$ cat src/shared/epc_pkg.sv
package epc_pkg;

  // cpu bus widths
  localparam int unsigned ADDR_W = 14;
  localparam int unsigned DATA_W = 8;

  // register and array placement
  localparam logic [ADDR_W-1:0] CTRL_ADDR   = 14'h001d;
  localparam logic [ADDR_W-1:0] EPROM_FIRST = 14'h2000;
  localparam logic [ADDR_W-1:0] EPROM_LAST  = 14'h3eff;

  // control register field positions
  localparam int unsigned LATCH_BIT = 1;
  localparam int unsigned POWER_BIT = 0;

  // reset and idle values
  localparam logic [DATA_W-1:0] CTRL_RESET = 8'h00;
  localparam logic [DATA_W-1:0] DATA_ZERO  = 8'h00;
  localparam logic [ADDR_W-1:0] ADDR_ZERO  = 14'h0000;

  // cpu access toward the block
  typedef struct packed {
    logic [ADDR_W-1:0] addr;
    logic              wr;
    logic              rd;
    logic [DATA_W-1:0] wdata;
  } epc_bus_req_type;

  // drive toward the eprom array
  typedef struct packed {
    logic [ADDR_W-1:0] addr;
    logic [DATA_W-1:0] data;
    logic              read_en;
    logic              prog_mode;
    logic              prog_power;
  } epc_array_type;

endpackage

$ cat src/rtl/epc_sync3.sv
`timescale 1ns/1ps
module epc_sync3 (
  input  wire logic core_clk,
  input  wire logic nrst,
  input  wire logic pin_in,
  output logic      level_out
);

  // three flops plus agreed level
  typedef struct packed {
    logic s1;
    logic s2;
    logic s3;
    logic level;
  } epc_sync_type;

  epc_sync_type st_q;
  epc_sync_type st_d;

  // level follows only when second and third stages agree
  always_comb begin
    st_d       = st_q;
    st_d.s1    = pin_in;
    st_d.s2    = st_q.s1;
    st_d.s3    = st_q.s2;
    if (st_q.s2 == st_q.s3) begin
      st_d.level = st_q.s3;
    end
  end

  // reset assumes no supply present
  always_ff @(posedge core_clk or negedge nrst) begin
    if (!nrst) begin
      st_q <= '0;
    end else begin
      st_q <= st_d;
    end
  end

  assign level_out = st_q.level;

endmodule

$ cat src/rtl/epc_prog_ctrl.sv
`timescale 1ns/1ps
// Notes on behaviour
// 8-bit control register, latch enable bit 1, power bit 0, both reset zero.
// latch enable set: cpu write to array captures address and data.
// latch enable set: array in programming mode, reads return no contents.
// latch enable cannot be set while no programming voltage is present.
// latch enable clear: path routed for reads, array writes not latched.
// power bit one drives the programming power control on.
// power bit forced zero whenever latch enable is not one.
// power bit zero keeps programming power control off.
// software: latch, write data, power on, wait, then clear both bits.
// one write clearing both bits ends a programming cycle.
// upper six bits read zero, writes to them ignored.
module epc_prog_ctrl
  import epc_pkg::*;
#(
  parameter int unsigned ADDR_BITS = ADDR_W,
  parameter int unsigned DATA_BITS = DATA_W
)
(
  input  wire logic            core_clk,
  input  wire logic            nrst,
  input  wire epc_bus_req_type bus_req,
  output logic [DATA_W-1:0]    bus_rdata,
  input  wire logic            vpp_present,
  input  wire logic [DATA_W-1:0] array_rdata,
  output epc_array_type        array_out,
  output logic                 latch_valid
);

  // whole state of the block
  typedef struct packed {
    logic              latch_en;
    logic              power_cmd;
    logic [ADDR_W-1:0] lat_addr;
    logic [DATA_W-1:0] lat_data;
    logic              lat_valid;
    logic [DATA_W-1:0] rdata;
  } epc_state_type;

  epc_state_type st_q;
  epc_state_type st_d;
  logic          vpp_ok;
  logic          hit_ctrl;
  logic          hit_array;
  logic          new_latch;
  logic          new_power;
  logic          wr_ctrl;
  logic          rd_ctrl;
  logic          wr_array;
  logic          rd_array;
  logic          capture_ok;
  logic          read_ok;
  logic [DATA_W-1:0] field_mask;
  logic [DATA_W-1:0] wr_fields;
  logic [DATA_W-1:0] ctrl_rd;

  // reset image of the whole state
  localparam epc_state_type STATE_RESET = '{
    latch_en:  CTRL_RESET[LATCH_BIT],
    power_cmd: CTRL_RESET[POWER_BIT],
    lat_addr:  ADDR_ZERO,
    lat_data:  DATA_ZERO,
    lat_valid: 1'b0,
    rdata:     DATA_ZERO
  };

  // widths the decode and the latches were built for
  if (ADDR_BITS != ADDR_W) begin : g_bad_addr
    $error("address width must equal the cpu bus width");
  end

  if (DATA_BITS != DATA_W) begin : g_bad_data
    $error("data width must equal the cpu bus width");
  end

  // control fields must fit and stay apart
  if (DATA_BITS <= LATCH_BIT || DATA_BITS <= POWER_BIT) begin : g_bad_field
    $error("control fields must fit inside the data width");
  end

  if (LATCH_BIT == POWER_BIT) begin : g_bad_place
    $error("control fields must not overlap");
  end

  // memory map sanity
  if (EPROM_FIRST > EPROM_LAST) begin : g_bad_window
    $error("eprom window must not be empty");
  end

  if (CTRL_ADDR >= EPROM_FIRST && CTRL_ADDR <= EPROM_LAST) begin : g_bad_map
    $error("control register must sit outside the eprom window");
  end

  // register image of the two control bits, unused bits zero
  function automatic logic [DATA_W-1:0] ctrl_image(
    input logic latch_bit,
    input logic power_bit
  );
    ctrl_image            = DATA_ZERO;
    ctrl_image[LATCH_BIT] = latch_bit;
    ctrl_image[POWER_BIT] = power_bit;
  endfunction

  // writable positions of the control register
  for (genvar i = 0; i < DATA_W; i++) begin : g_mask
    assign field_mask[i] = (i == LATCH_BIT) || (i == POWER_BIT);
  end

  // decode of the eprom window
  function automatic logic in_array(input logic [ADDR_W-1:0] a);
    in_array = (a >= EPROM_FIRST) && (a <= EPROM_LAST);
  endfunction

  // supply sense pin comes from outside the clock domain
  epc_sync3 u_vpp_sync (
    .core_clk  (core_clk),
    .nrst      (nrst),
    .pin_in    (vpp_present),
    .level_out (vpp_ok)
  );

  // address decode
  assign hit_ctrl  = (bus_req.addr == CTRL_ADDR);
  assign hit_array = in_array(bus_req.addr);

  // strobes qualified by the decoded target
  assign wr_ctrl  = bus_req.wr & hit_ctrl;
  assign rd_ctrl  = bus_req.rd & hit_ctrl;
  assign wr_array = bus_req.wr & hit_array;
  assign rd_array = bus_req.rd & hit_array;

  // upper bits of a control write never reach the state
  assign wr_fields = bus_req.wdata & field_mask;

  // latch bit accepted only with supply present
  assign new_latch = wr_fields[LATCH_BIT] & vpp_ok;

  // power bit only together with an accepted latch bit
  assign new_power = wr_fields[POWER_BIT] & new_latch;

  // capture and read permissions follow the current mode
  assign capture_ok = wr_array & st_q.latch_en;
  assign read_ok    = rd_array & ~st_q.latch_en;

  // readback image of the current control bits
  assign ctrl_rd = ctrl_image(st_q.latch_en, st_q.power_cmd);

  // next state
  always_comb begin
    st_d = st_q;
    // control register write, upper bits dropped
    if (wr_ctrl) begin
      st_d.latch_en  = new_latch;
      st_d.power_cmd = new_power;
    end
    // power bit never outlives the latch enable
    if (!st_d.latch_en) begin
      st_d.power_cmd = 1'b0;
    end
    // capture address and data of an array write in programming mode
    if (capture_ok) begin
      st_d.lat_addr  = bus_req.addr;
      st_d.lat_data  = bus_req.wdata;
      st_d.lat_valid = 1'b1;
    end
    // leaving programming mode drops the held capture
    if (!st_d.latch_en) begin
      st_d.lat_valid = 1'b0;
    end
    // registered read answer
    if (rd_ctrl) begin
      st_d.rdata = ctrl_rd;
    end else if (read_ok) begin
      st_d.rdata = array_rdata;
    end else if (bus_req.rd) begin
      st_d.rdata = DATA_ZERO;
    end
  end

  // state register
  always_ff @(posedge core_clk or negedge nrst) begin
    if (!nrst) begin
      st_q <= STATE_RESET;
    end else begin
      st_q <= st_d;
    end
  end

  // array drive: held capture in programming mode, cpu address otherwise
  always_comb begin
    array_out.prog_mode = st_q.latch_en;
    if (st_q.latch_en) begin
      array_out.addr    = st_q.lat_addr;
      array_out.data    = st_q.lat_data;
      array_out.read_en = 1'b0;
    end else begin
      array_out.addr    = bus_req.addr;
      array_out.data    = DATA_ZERO;
      array_out.read_en = rd_array;
    end
    // power follows the command bit only
    array_out.prog_power = st_q.power_cmd; // see
  end

  assign bus_rdata   = st_q.rdata;
  assign latch_valid = st_q.lat_valid;

endmodule

$ cat config.mk
export PLATFORM = sky130hd
export DESIGN_NAME = epc_prog_ctrl
export DESIGN_NICKNAME = d
export VERILOG_FILES = /design/src/shared/epc_pkg.sv /design/src/rtl/epc_sync3.sv /design/src/rtl/epc_prog_ctrl.sv
export SDC_FILE = /design/constraint.sdc
export NUM_CORES = 1
export LEC_CHECK = 0
export BUFFER_PORTS_ARGS = -buffer_cell sky130_fd_sc_hd__buf_2
export CORE_ASPECT_RATIO = 1.2
export CORE_UTILIZATION = 47
export DETAILED_ROUTE_END_ITERATION = 7
export PLACE_DENSITY_LB_ADDON = 0.08
export SETUP_SLACK_MARGIN = 0.4
export SLEW_MARGIN = 20
export SYNTH_ARGS = -nofsm -noshare
export SYNTH_HDL_FRONTEND = slang
export SYNTH_SLANG_ARGS = --single-unit
$ cat constraint.sdc
create_clock -name core_clk -period 2.1 [get_ports core_clk]
set_clock_uncertainty 0.1 [all_clocks]
set_input_delay 0 -clock core_clk [delete_from_list [all_inputs] [get_ports core_clk]]
set_output_delay 0 -clock core_clk [all_outputs]
set_load 0.02 [all_outputs]
**Word level (Yosys, flattened, before mapping)**

Index checks and enable logic that the tools add are counted.

- Shift-type cells: 0
- Reductions and logical operators: 2
- $add $sub $neg: 0
- Mux-type cells: 8
- Div/mod/pow operators: 0
- Equality and inequality tests: 4
- Order comparisons: 2
- Multiply operators: 0
- Bitwise gates (word level): 9

Operator list:

| cell | count |
|---|---|
| $mux 8 | 3 |
| $mux 23 | 1 |
| $eq 14x5->1 const B | 1 |
| $ge 14x14->1 const B | 1 |
| $le 14x14->1 const B | 1 |
| $and 1x1->1 | 8 |
| $ne 2x1->1 const B | 2 |
| $mux 1 | 3 |
| $reduce_bool 3->1 | 1 |
| $mux 2 | 1 |
| $eq 1x1->1 | 1 |
| $logic_and 1x1->1 | 1 |
| $not 1->1 | 1 |

- Memory bits (writable): 0
- Flip-flop bits (word level): 37
- Input bits: 35
- Output and inout bits: 34
- ROM bits: 0
- Memories: 0
- Word-level logic and storage cells: 35
- Latch bits: 0

**Depth between registers and ports, before layout**

- Depth after elaboration: 6
- Mapped depth: 6
- Depth with buffers taken out: 4

**Modules after synthesis**

From an unflattened synthesis, not the netlist that was laid out.

- Cell total of the unflattened synthesis: 129
- Area, all modules: 1729.2 µm²

Modules (own cells, without submodules):

| module | seq. area each (µm²) | cells an instance | area each (µm²) | times used |
|---|---|---|---|---|
| epc_prog_ctrl | 825.8 | 124 | 1617.8 | 1 |
| epc_sync3 | 100.1 | 5 | 111.4 | 1 |

**Worst setup path before layout**

Ideal clock, no wire load.

- Path kind: reg-to-reg
- Start: register st_q (netlist bit array_out[1])
- End: register st_q (netlist bit bus_rdata[0])
- Period minus slack after synthesis: 1800 ps
- Data required time: 1931 ps
- Data arrival time: 1631 ps
- Setup time: 69 ps
- Cell stages (with the launch flop): 6
- Buffers on the path: 1
- Slack: 300 ps
- Cell sequence: dfrtp_1 buf_2 nor2b_1 nand2_1 a31oi_1 a221o_1

- Word-level cells in the longest chain between the ends: 4
- Elaborated cells on any way between the ends: 5
- Classes of those cells: 2 x mux; 2 x bitwise; 1 x reduce/logical

RTL lines:

| element | line | text |
|---|---|---|
| start: declaration | epc_prog_ctrl.sv:41 | `epc_state_type st_q;` |
| start signal: assignment | epc_prog_ctrl.sv:186 | `st_q <= st_d;` |
| $not 1->1 * | epc_prog_ctrl.sv:144 | `assign read_ok = rd_array & ~st_q.latch_en;` |
| $and 1x1->1 * | epc_prog_ctrl.sv:144 |  |
| $mux 8 | epc_prog_ctrl.sv:174 | `end else if (read_ok) begin` |
| $mux 8 | epc_prog_ctrl.sv:172 | `if (rd_ctrl) begin` |

Mark *: on every way between the ends. The rest lies on a longest branch, timed or not.
A chain may end at the register's enable or synchronous reset.

**Worst setup path in the final report**

- Start: register st_q (netlist bit array_out[1])
- End: register st_q[16] in the netlist's numbering

- Word-level cells in the longest chain between the ends: 1

RTL lines:

| element | line | text |
|---|---|---|
| $and 1x1->1 | epc_prog_ctrl.sv:143 | `assign capture_ok = wr_array & st_q.latch_en;` |

Every way passes these cells.

==> reports/metrics.yaml <==
grt:
  grt_max_degree: 38
  first_global_vias: 1410
  grt_pass1_wl_um: 6250
  grt_usage_pct: 21.8
  antenna_found_initial: 0
  gr-total-overflow: 0
floorplanning:
  fp-row-count: 23
  fp.dieH_um: 68.1
  die_area_sq_um: 3890
  top_level_ports: 69
  die_w_um: 57.1
  coreArea_sq_um: 3400
  initial_utilization_pct: 50.4
synth:
  synth-main-ff-cell: "dfrtp_1"
  synth_edf_count: 0
  async_flop_share_pct: 100
  netlist_area_sq_um: 1710
  yosys_warnings: 0
  synth_nets: 164
  synth_top_area_share_pct: 54.1
  seq_area_frac_synth_pct: 54.1
  synthCells: 129
  synth_cell_types: 29
  synth_top_cell_by_area: "dfrtp_1"
  synthTopCellsByCount: "dfrtp_1 (37), mux2_2 (28), buf_4 (10)"
  synth.most_common_cell: "dfrtp_1"
  synth.avg_cell_area_sq_um: 13.3
  synth_area_leaders: "dfrtp_1 (54%), mux2_2 (18%), buf_4 (4.4%), and2_1 (3.3%), a22o_1 (3.1%)"
  ys_seq_elements: 37
sta:
  worstMarginPinSlew_ns: 0.810
  fin_setup_tns_ns: 0
  hold_viol: 0
  rsz0062_at_grt: "false"
  period_share_pct: 75.9
  holdWs_ns: 0.0300
  min_period_ns: 1.59
  maxSlewHeadroom_pct: 46.0
  timing.fmax_ghz: 0.628
  setup_violations: 0
  setup_ws_ns: 0.506
  slew_viol_final: 0
clocking:
  cts_sinks: 37
  clockRootBuffer: "clkbuf_8"
  clock_path_buffers: 2
  cts-htree-levels: 2
  insertion_delay_ns: 0.28
  cts_made_buffers: 5
  cts_tree: "built"
  path_clk_slew_ns: 0.07
power:
  p_total_mw: 1.42
  p_leak_nw: 1.31
  p_per_area_nw_per_um2: 569
  vdd_ir_drop_max_mv: 0.473
detailed_routing:
  ant_nets: 0
  vias: 1364
  routed_wl_um: 3900
  first_pass_iters: 6
  drc: 10
  wire_per_inst_um: 14.7
  drt-vias-per-instance: 5.13
  drt_iter0_drc: 38
worst_hold_path:
  min_path_type: "input pin to register"
  holdPathStages: 3
final_layout:
  layout-drive-gt1-share_pct: 51.1
  multi_input_area_sq_um: 719
  fin_util_pct: 73.5
  area_growth_pct: 46.0
  diodes: 0
  nFillCells: 249
  final_nets: 263
  area.sequential_sq_um: 926
outcome:
  violations: "design-rule violations"
  outcome: "finished with violations"
placed_design:
  dp_hpwl_um: 2620
  port_buffers: 68
  gp_congestion: 0.749
  post-place-ws_ns: 0.322
setup_path:
  worstSetupStartpointType: "register"
  arrival_ns: 1.67
  cp.required_ns: 2.18
  crit_type: "register to register"
  crit_path_max_fanout: 10
  reg2reg_depth: 5
  critPathCaptureType: "register"
job:
  drv_cap: 0
==> critical path, stage by stage, from the launching register on <==
cell and delay (ns):
dfrtp_1 0.34, buf_4 0.18, nand3_4 0.12, a31oi_4 0.18, buf_4 0.21, mux2_2 0.35
==> flip-flops by register name, summed over array words and instances (netlist names) <==
signal and count:
u_vpp_sync.level_out 1, u_vpp_sync.st_q 1, latch_valid 1, bus_rdata 8, st_q 22, u_vpp_sync.st_d 2, array_out 2
==> placed cells by master (no fill, tap or decap), types with 2 or more instances in the layout <==
master         count
mux2_2            28
buf_2             68
a221o_1            2
and2_1             9
a22o_1             6
nand2_1            5
buf_4              5
dfrtp_1           37
clkinv_2           2
clkbuf_8           5
or4_4              2
and3_1             3
dlygate4sd3_1     33
o22a_1             5
a31oi_4            2
==> cell type report <==
| type | instances | share of cell area [%] |
|---|---|---|
| Clock buffer | 6 | 2.91 |
| Clock inverter | 2 | 0.401 |
| Inverter | 1 | 0.150 |
| Multi-Input combinational cell | 76 | 28.8 |
| Sequential cell | 37 | 37.1 |
| Tap cell | 37 | 1.85 |
| Timing Repair Buffer | 107 | 28.8 |
==> path summary, 6_finish.rpt <==
path,start,to,slack [ns]
min reg2reg,u_vpp_sync.st_d[2],u_vpp_sync.st_d[1],0.25
max,array_out[1],st_q[16],0.51
min in group asynchronous,nrst,bus_rdata[2],0.24
max reg2reg,array_out[1],st_q[16],0.51
max in group asynchronous,nrst,st_q[20],1.14
min,bus_req[23],st_q[27],0.03
==> timing repair <==
item | 4_1_cts | 5_1_grt
buffers inserted | 0 | 2
setup endpoints to repair | 17 | 15
gates resized for setup | 2 | 2
hold buffers | 33 | 0
cloned | 0 | 0
hold endpoints to repair | 70 | 0
==> per-stage QoR <==
| step | cells | instance area [sq um] |
|---|---|---|
| 6_report | 266 | 2500 |
| 5_1_grt | 266 | 2500 |
| 4_1_cts | 264 | 2470 |
| 3_5_place_dp | 223 | 2040 |
| 3_3_place_gp | 223 | 2040 |
| 2_1_floorplan | 129 | 1730 |
==> where the power goes <==
group          total (mW)  switching (mW)  internal (mW)
logic               0.217           0.106          0.110
registers           0.739         0.00898          0.730
clock network       0.466           0.236          0.230
total                1.42           0.352           1.07
==> layer usage <==
metal / track usage (%) / wire length [um] / vias to the layer above
met3: 5.67 / 218 / 7
met2: 40.0 / 2090 / 52
met1: 24.7 / 1540 / 649
met4: 7.62 / 55 / 0
li1: - / - / 656
met5: 0 / 0 / -
==> cell families (layout without fill, tap and decap cells) <==
kind of cell,Yosys count,after routing,synth area share [%]
compound gates,18,18,9.22
simple gates,27,27,10.5
flops,37,37,54.1
mux,30,30,19.7
fa+ha+maj,1,1,0.585
buf+inv,16,116,5.92
Power figures use the tool's default switching activity.
